--- config.mk ---
export PLATFORM = sky130hd
export DESIGN_NAME = temp_monitor_serial_pins
export DESIGN_NICKNAME = d
export VERILOG_FILES = /design/src/design/temp_monitor_pkg.sv /design/src/design/line_filter.sv /design/src/design/temp_monitor_serial_pins.sv
export SDC_FILE = /design/constraint.sdc
export NUM_CORES = 1
export LEC_CHECK = 0
export ABC_AREA = 1
export BUFFER_PORTS_ARGS = -buffer_cell sky130_fd_sc_hd__buf_2
export CAP_MARGIN = 20
export CORE_MARGIN = 2
export CORE_UTILIZATION = 45
export DETAILED_ROUTE_END_ITERATION = 12
export SYNTH_ARGS = -nofsm -noshare
export SYNTH_HDL_FRONTEND = slang
export SYNTH_SLANG_ARGS = --single-unit
--- constraint.sdc ---
create_clock -name sys_clk_in -period 2.35 [get_ports sys_clk_in]
set_input_delay 0.235 -clock sys_clk_in [delete_from_list [all_inputs] [get_ports sys_clk_in]]
set_output_delay 0.235 -clock sys_clk_in [all_outputs]
set_load 0.02 [all_outputs]
--- src/design/temp_monitor_pkg.sv ---
// Constants and types shared by the temperature monitor serial port and alarm logic.
// Operation
// RULE1 - Sample data on clock rising edges; change own data only on falling edges.
// RULE2 - Data line is open-drain: only pull low or release, never drive high.
// RULE3 - The master holds the serial clock high whenever the bus is idle.
// RULE4 - Assert the open-drain alarm output when temperature moves beyond programmed limits.
// RULE5 - Alarm runs in interrupt or comparator mode, chosen by one mode bit.
// RULE6 - Alarm is active-low after reset; the polarity bit makes it active-high.
// RULE7 - The three low slave address bits come from the three address straps.
// RULE8 - Straps are weakly pulled low so a floating strap reads as zero. No pull-down here: the strap pins are captured as driven.
// RULE9 - Shared alarm lines should all be configured active-low by the host.
// RULE10 - Bytes move MSB first; receiver answers ACK or NACK on ninth clock.
// RULE11 - Acknowledge a matching address; on mismatch, do not acknowledge and go idle.
// RULE12 - Filter and synchronise clock and data; detect start and stop while clock high.
package temp_monitor_pkg;

    localparam logic [3:0] DEVICE_TYPE_ID = 4'h9;
    localparam int         CLK_PERIOD_NS  = 10;
    localparam int         SPIKE_NS       = 20;
    localparam int         FILTER_CYCLES  = (SPIKE_NS + CLK_PERIOD_NS - 1) / CLK_PERIOD_NS;
    localparam logic [1:0] FILTER_LAST    = 2'(FILTER_CYCLES - 1);
    localparam logic [1:0] STRAP_SETTLE   = 2'h3;
    localparam logic       LINE_IDLE      = 1'b1;
    localparam logic [2:0] BIT_LAST       = 3'h7;

    typedef enum logic [2:0] {
        IDLE,
        ADDR,
        ADDR_ACK,
        WRITE,
        WRITE_ACK,
        READ,
        READ_ACK
    } serial_state_type;

    typedef struct packed {
        logic s1;
        logic s2;
        logic [1:0] cnt;
        logic out;
    } filter_state_type;

    typedef struct packed {
        serial_state_type state;
        logic [2:0]       cnt;
        logic             done;
        logic [7:0]       shift;
        logic             sda_oe;
        logic             sda_drv;
        logic             ack;
        logic [7:0]       wr_byte;
        logic             wr_valid;
        logic             rd_next;
        logic             alarm_int;
        logic             over_prev;
        logic             alert_oe;
        logic             alert_drv;
        logic [2:0]       strap_s1;
        logic [2:0]       strap_s2;
        logic [1:0]       settle;
        logic             captured;
        logic [2:0]       addr_lsb;
        logic             scl_p;
        logic             sda_p;
    } serial_state_all_type;

endpackage

--- src/design/line_filter.sv ---
// Two-flop synchroniser followed by a spike filter for one serial bus line.
`timescale 1ns/1ps
module line_filter
(
    input  wire logic sys_clk_in,
    input  wire logic rst_in,
    input  wire logic line_in,
    output logic      line_out
);

    temp_monitor_pkg::filter_state_type r_reg;
    temp_monitor_pkg::filter_state_type r_next;

    // The filtered level only follows once the synchronised input has held for the whole spike window.
    always_comb
    begin
        r_next = r_reg;
        r_next.s1 = line_in;
        r_next.s2 = r_reg.s1;
        if (r_reg.s2 == r_reg.out)
        begin
            r_next.cnt = 2'h0;
        end
        else if (r_reg.cnt == temp_monitor_pkg::FILTER_LAST)
        begin
            r_next.out = r_reg.s2; // RULE12
            r_next.cnt = 2'h0;
        end
        else
        begin
            r_next.cnt = r_reg.cnt + 2'h1;
        end
    end

    always_ff @(posedge sys_clk_in or posedge rst_in)
    begin
        if (rst_in)
        begin
            r_reg <= '{s1: temp_monitor_pkg::LINE_IDLE, s2: temp_monitor_pkg::LINE_IDLE, cnt: 2'h0,
                       out: temp_monitor_pkg::LINE_IDLE};
        end
        else
        begin
            r_reg <= r_next;
        end
    end

    assign line_out = r_reg.out;

endmodule

--- src/design/temp_monitor_serial_pins.sv ---
// Two-wire serial slave pin logic and open-drain alarm output of the temperature monitor.
`timescale 1ns/1ps
module temp_monitor_serial_pins
(
    input  wire logic       sys_clk_in,
    input  wire logic       rst_in,
    input  wire logic       scl_in,
    input  wire logic       sda_in,
    output logic            sda_out,
    output logic            sda_oe_out,
    input  wire logic [2:0] address_strap_inputs_in,
    input  wire logic       alarm_mode_select_in,
    input  wire logic       alarm_polarity_select_in,
    input  wire logic       over_limit_in,
    input  wire logic [7:0] rd_byte_in,
    output logic            rd_next_out,
    output logic [7:0]      wr_byte_out,
    output logic            wr_valid_out,
    output logic            alert_out,
    output logic            alert_oe_out
);

    temp_monitor_pkg::serial_state_all_type r_reg;
    temp_monitor_pkg::serial_state_all_type r_next;

    logic scl_f;
    logic sda_f;
    logic scl_rise;
    logic scl_fall;
    logic start_w;
    logic stop_w;
    logic match_w;
    logic alarm_active;

    line_filter scl_filter
    (
        .sys_clk_in (sys_clk_in),
        .rst_in     (rst_in),
        .line_in    (scl_in),
        .line_out   (scl_f)
    );

    line_filter sda_filter
    (
        .sys_clk_in (sys_clk_in),
        .rst_in     (rst_in),
        .line_in    (sda_in),
        .line_out   (sda_f)
    );

    assign scl_rise = scl_f && !r_reg.scl_p;
    assign scl_fall = !scl_f && r_reg.scl_p;
    assign start_w  = scl_f && r_reg.scl_p && r_reg.sda_p && !sda_f; // RULE12
    assign stop_w   = scl_f && r_reg.scl_p && !r_reg.sda_p && sda_f; // RULE12
    assign match_w  = r_reg.shift[7:1] == {temp_monitor_pkg::DEVICE_TYPE_ID, r_reg.addr_lsb}; // RULE7
    assign alarm_active = alarm_mode_select_in ? r_reg.alarm_int : over_limit_in; // RULE5

    always_comb
    begin
        r_next = r_reg;
        r_next.wr_valid = 1'b0;
        r_next.rd_next = 1'b0;
        r_next.scl_p = scl_f;
        r_next.sda_p = sda_f;
        r_next.strap_s1 = address_strap_inputs_in;
        r_next.strap_s2 = r_reg.strap_s1;
        // Straps are caught once, after the synchroniser has filled with real pin levels.
        if (r_reg.settle != temp_monitor_pkg::STRAP_SETTLE)
        begin
            r_next.settle = r_reg.settle + 2'h1;
        end
        else if (!r_reg.captured)
        begin
            r_next.addr_lsb = r_reg.strap_s2; // RULE7 RULE8
            r_next.captured = 1'b1;
        end
        if (start_w)
        begin
            r_next.state = temp_monitor_pkg::ADDR;
            r_next.cnt = 3'h0;
            r_next.done = 1'b0;
            r_next.sda_oe = 1'b0;
        end
        else if (stop_w)
        begin
            r_next.state = temp_monitor_pkg::IDLE;
            r_next.sda_oe = 1'b0;
        end
        else
        begin
            unique case (r_reg.state)
                temp_monitor_pkg::IDLE:
                begin
                    r_next.sda_oe = 1'b0;
                end
                temp_monitor_pkg::ADDR, temp_monitor_pkg::WRITE:
                begin
                    if (scl_rise)
                    begin
                        r_next.shift = {r_reg.shift[6:0], sda_f}; // RULE1 RULE10
                        r_next.cnt = r_reg.cnt + 3'h1;
                        r_next.done = r_reg.cnt == temp_monitor_pkg::BIT_LAST;
                    end
                    else if (scl_fall && r_reg.done)
                    begin
                        r_next.done = 1'b0;
                        if (r_reg.state == temp_monitor_pkg::WRITE)
                        begin
                            r_next.wr_byte = r_reg.shift;
                            r_next.wr_valid = 1'b1;
                            r_next.sda_oe = 1'b1; // RULE10
                            r_next.state = temp_monitor_pkg::WRITE_ACK;
                        end
                        else if (match_w && r_reg.captured)
                        begin
                            r_next.ack = r_reg.shift[0];
                            r_next.sda_oe = 1'b1; // RULE11
                            r_next.state = temp_monitor_pkg::ADDR_ACK;
                        end
                        else
                        begin
                            r_next.state = temp_monitor_pkg::IDLE; // RULE11
                        end
                    end
                end
                temp_monitor_pkg::ADDR_ACK:
                begin
                    if (scl_fall)
                    begin
                        if (r_reg.ack)
                        begin
                            r_next.shift = rd_byte_in;
                            r_next.rd_next = 1'b1;
                            r_next.sda_oe = !rd_byte_in[7]; // RULE1 RULE2
                            r_next.state = temp_monitor_pkg::READ;
                        end
                        else
                        begin
                            r_next.sda_oe = 1'b0;
                            r_next.state = temp_monitor_pkg::WRITE;
                        end
                    end
                end
                temp_monitor_pkg::WRITE_ACK:
                begin
                    if (scl_fall)
                    begin
                        r_next.sda_oe = 1'b0;
                        r_next.state = temp_monitor_pkg::WRITE;
                    end
                end
                temp_monitor_pkg::READ:
                begin
                    if (scl_rise)
                    begin
                        r_next.cnt = r_reg.cnt + 3'h1;
                        r_next.done = r_reg.cnt == temp_monitor_pkg::BIT_LAST;
                    end
                    else if (scl_fall)
                    begin
                        if (r_reg.done)
                        begin
                            r_next.done = 1'b0;
                            r_next.sda_oe = 1'b0;
                            r_next.state = temp_monitor_pkg::READ_ACK;
                        end
                        else
                        begin
                            r_next.shift = {r_reg.shift[6:0], 1'b0};
                            r_next.sda_oe = !r_reg.shift[6]; // RULE1 RULE2 RULE10
                        end
                    end
                end
                temp_monitor_pkg::READ_ACK:
                begin
                    if (scl_rise)
                    begin
                        r_next.ack = !sda_f; // RULE10
                    end
                    else if (scl_fall)
                    begin
                        if (r_reg.ack)
                        begin
                            r_next.shift = rd_byte_in;
                            r_next.rd_next = 1'b1;
                            r_next.sda_oe = !rd_byte_in[7];
                            r_next.state = temp_monitor_pkg::READ;
                        end
                        else
                        begin
                            r_next.state = temp_monitor_pkg::IDLE;
                        end
                    end
                end
            endcase
        end
        // Interrupt mode latches any crossing until the device is next addressed; a new crossing wins.
        r_next.over_prev = over_limit_in;
        if (r_next.state == temp_monitor_pkg::ADDR_ACK && r_reg.state != temp_monitor_pkg::ADDR_ACK)
        begin
            r_next.alarm_int = 1'b0;
        end
        if (alarm_mode_select_in && (over_limit_in != r_reg.over_prev))
        begin
            r_next.alarm_int = 1'b1; // RULE4 RULE5
        end
        if (!alarm_mode_select_in)
        begin
            r_next.alarm_int = 1'b0;
        end
        r_next.alert_oe = alarm_polarity_select_in ? !alarm_active : alarm_active; // RULE4 RULE6 RULE9
        r_next.sda_drv = 1'b0; // RULE2
        r_next.alert_drv = 1'b0;
    end

    always_ff @(posedge sys_clk_in or posedge rst_in)
    begin
        if (rst_in)
        begin
            r_reg <= '{state: temp_monitor_pkg::IDLE, strap_s1: 3'h0, strap_s2: 3'h0, addr_lsb: 3'h0,
                       cnt: 3'h0, shift: 8'h00, wr_byte: 8'h00, settle: 2'h0,
                       scl_p: temp_monitor_pkg::LINE_IDLE, sda_p: temp_monitor_pkg::LINE_IDLE, default: 1'b0};
        end
        else
        begin
            r_reg <= r_next;
        end
    end

    assign sda_out      = r_reg.sda_drv;
    assign sda_oe_out   = r_reg.sda_oe;
    assign rd_next_out  = r_reg.rd_next;
    assign wr_byte_out  = r_reg.wr_byte;
    assign wr_valid_out = r_reg.wr_valid;
    assign alert_out    = r_reg.alert_drv;
    assign alert_oe_out = r_reg.alert_oe;
endmodule

==> run summary <==
The number of cells in the finished layout apart from fillers came out at 426. In the final timing run, aggregate negative setup slack is 0 ns. The first-pass GRT wire length is 8690 um. The setup slack of the worst register-to-register path came out at 0.38 ns. Summing the areas of all compound-gate instances in the mapped netlist gives 10.1% of the synthesized area. In this run the worst hold path is classified as input pin to flop. The count of port buffers added during placement is 29. Among all flip-flop cells after synthesis, the most frequent one is dfrtp_1.

The dominant combinational cell family by area after synthesis is simple AND/OR/NAND/NOR gates. The xor and xnor fraction of the mapped netlist area came out at 1.59%. The final period demand of the worst path is 1.97 ns. The leakage dissipation came out at 1.54 nW.

The wire length per cell came out at 12.1 um. The post-route clock skew came out at 0.0102 ns. The post-synthesis simple-gate area fraction came out at 24.0%.

The transition time at the pin with the least slew margin came out at 0.528 ns. In this run the remaining antenna-violating nets after routing total 0. The initial utilization of the core area, before any placement, comes to 46.5%. Power comes to 3.22 mW. The clock tree from TritonCTS is built. The residual overflow from global routing came out at 0. Counting every instance in the synthesized netlist gives 321. The number of warnings reported in the yosys synthesis log is 0. Counting instances, the worst hold path has a depth of 1. The horizontal die dimension came out at 82.2 um. The relative slew slack came out at 64.7%. The total core area came out at 5920 um^2. After clock tree synthesis, the clock-pin slew on the worst setup and hold paths is 0.11 ns.

The ratio of cells with drive above 1 in the final layout came out at 23.9%. The die outline height is 82.2 um. The clock buffer count from CTS is 5. The sum of routed wire length over all layers came out at 5150 um. The post-CTS repair timing setup buffer count is 0. The adder and majority cell fraction of the synthesized area is 2.73%. The worst hold path begins at address_strap_inputs_in[0]. The layout net count came out at 374. The number of flip-flops under the largest register name came out at 29. In the finished design, the share of the clock period the worst path needs comes to 83.9%. Entering global routing, the biggest net connects 27 pins. The endpoint arrival time on the critical path is 2.19 ns. The number of storage elements in the synthesis netlist is 54. The total setup violations reported at the end of the flow came out at 0. The share of synthesized registers carrying an async set or reset is 100%.

The placed wire-length estimate after detailed placement is 3880 um. The destination of the worst hold path is r_next[8]. The critical path data required time came out at 2.57 ns. The average cell area after synthesis came out at 8.58 um^2. The row count came out at 28. The final hold violation count came out at 0. The flow ran to the end, and the final reports show no timing, DRC or antenna violations. The maximum vdd drop came out at 0.000429 V. Once placement completed, the tool counted placed cells totaling 413. The worst setup path is launched from a flop.

The endpoint of the worst register-to-register path is r_reg[17]. The portion of synthesized area spent on multiplexers is 0.818%. Dividing the detail-routed via count by the number of cells gives 4.96. The total of cells resized after clock tree synthesis is 0. The overall via count from detail_route is 2,113.

The portion of the post-synthesis area used by sequential elements came out at 49.4%. The sink count of the clock tree is 54. The initial antenna violation count is 0. The number of max-cap violations came out at 0.

32 I/O pins were placed. The number of antenna repair diodes came out at 0. The detailed-routing iteration count for the pre-antenna-repair pass came out at 6. The path depth of the worst reg2reg path is 14. The routability congestion estimate is 0.926. In the post-synthesis netlist, the biggest area contributors are dfrtp_1 42%, nand2_1 11%, dfstp_2 7.6%. The number of different library cells used by synthesis comes to 39. The number of global-route vias before repair was 1,952. The source-to-sink clock delay at the later pin of the worst-skew pair is 0.32 ns. Global routing consumed, over all layers together, 16.9% of the routing resources. The iteration-0 DRC count of the detailed router is 172. Derived from the worst setup path, the maximum achievable clock frequency is 507 MHz. The worst setup path is captured at a flop. The highest net fanout along the worst path came out at 7. The total power per unit cell area came out at 1060 nW/um^2. In the routed design, unresolved DRC markers number 0.

The most common cell in the synthesized netlist is nand2_1. The biggest area contributor in the post-synthesis netlist is dfrtp_1. The commonest cells after synthesis are 78 x nand2_1, 46 x dfrtp_1, 33 x inv_1, 26 x nor2_1, 20 x o21ai_0.

The CTS root buffer is clkbuf_8. The share of the synthesized area in the top cell type came out at 41.8%. The max-slew violation count is 0.

The growth of design area from synthesis to finish is 10.0%. The H-tree generated during clock tree synthesis spans 2 levels. The die area is 6760 um^2. In this run, synthesis inferred 0 flip-flops with an integrated enable. The clock passes through at most 2 buffers. Setup repair after global routing left no endpoint under its margin. In this run the critical register-to-register path is launched from scl_filter.line_out. The area of the mapped netlist came out at 2750 um^2. The critical setup path kind is flop to flop.
-- kinds of logic after synthesis --
logic type | after synthesis
AND/OR/NAND/NOR | 147
adder cells (fa/ha/maj) | 6
flip-flops | 54
buffers and inverters | 59
AO/OA/AOI/OAI | 47
other | 1
XOR/XNOR | 5
multiplexers | 2
-- metrics by stage --
| step | setup WS [ns] | hold slack [ns] | instance area [um^2] | util, % |
|---|---|---|---|---|
| final | 0.378 | 0.0248 | 3030 | 51.2 |
| after CTS | 0.366 | 0.00667 | 3010 | 50.8 |
| after global routing | 0.201 | 0.00106 | 3030 | 51.2 |
| after global placement | 0.348 | 0.310 | 2880 | 48.7 |
| after floorplan | 0.606 | 0.239 | 2760 | - |
| after detailed placement | 0.374 | 0.302 | 2880 | 48.7 |
-- report_power, final --
| part | leakage, nW | internal (mW) | switching, mW |
|---|---|---|---|
| combinational | 0.831 | 0.471 | 0.913 |
| sequential | 0.663 | 1.14 | 0.140 |
| clock | 0.0506 | 0.224 | 0.334 |
| total | 1.54 | 1.83 | 1.39 |
-- cells in the final DEF, fill, tap and decap left out, drive strengths merged --
cell type	instances
nand2	86
dfrtp	46
inv	45
o21ai	36
buf	32
nor2	29
nand3	20
dfstp	8
a21oi	7
ha	6
nor3	6
clkbuf	5
dlygate4sd3	5
nand4	3
xnor2	3
mux2	2
xor2	2
conb	2
or2	1
o211ai	1
nand3b	1
o311ai	1
a31oi	1
and3	1
o21a	1
clkinv	1
-- how the worst max path moves through the flow --
stage                         from  cells after the start        endpoint
2_1_floorplan             r_reg[1]                      9  wr_byte_out[1]
3_3_place_gp   scl_filter.line_out                     14       r_reg[17]
3_5_place_dp   scl_filter.line_out                     14       r_reg[17]
4_1_cts        scl_filter.line_out                     14       r_reg[17]
5_1_grt        scl_filter.line_out                     14       r_reg[17]
6_report       scl_filter.line_out                     14       r_reg[17]
-- timing repair --
action                                 4_1_cts  5_1_grt
setup endpoints to repair                    0        0
endpoints found under the hold margin       26        2
hold buffers                                 3        2
-- area by class of cell --
cell class                      count  area (um^2)
Timing Repair Buffer               37          218
Clock inverter                      3         28.8
Multi-Input combinational cell    209         1090
Sequential cell                    54         1360
Fill cell                         555         2890
Tap cell                           75         93.8
Clock buffer                        5         68.8
Inverter                           43          169
-- critical path, stage by stage, from the launching register on --
cell	delay, ns
dfstp_2	0.59
inv_1	0.07
ha_1	0.28
inv_1	0.18
nand2_1	0.09
nand3_1	0.09
nand2_1	0.08
nor2_1	0.08
nand2_1	0.06
nand2_1	0.05
nand2_1	0.07
nor2_1	0.08
nand3_1	0.07
nand2_1	0.06
nand2_1	0.04
-- routing by layer --
metal	GRT usage, %	vias to the layer above	wire [um]
li1	-	1066	-
met1	21.4	970	2310
met2	27.0	63	2420
met3	3.70	14	259
met4	8.83	0	165
met5	0	-	0
Note: power is estimated with default switching activity, not from simulation.
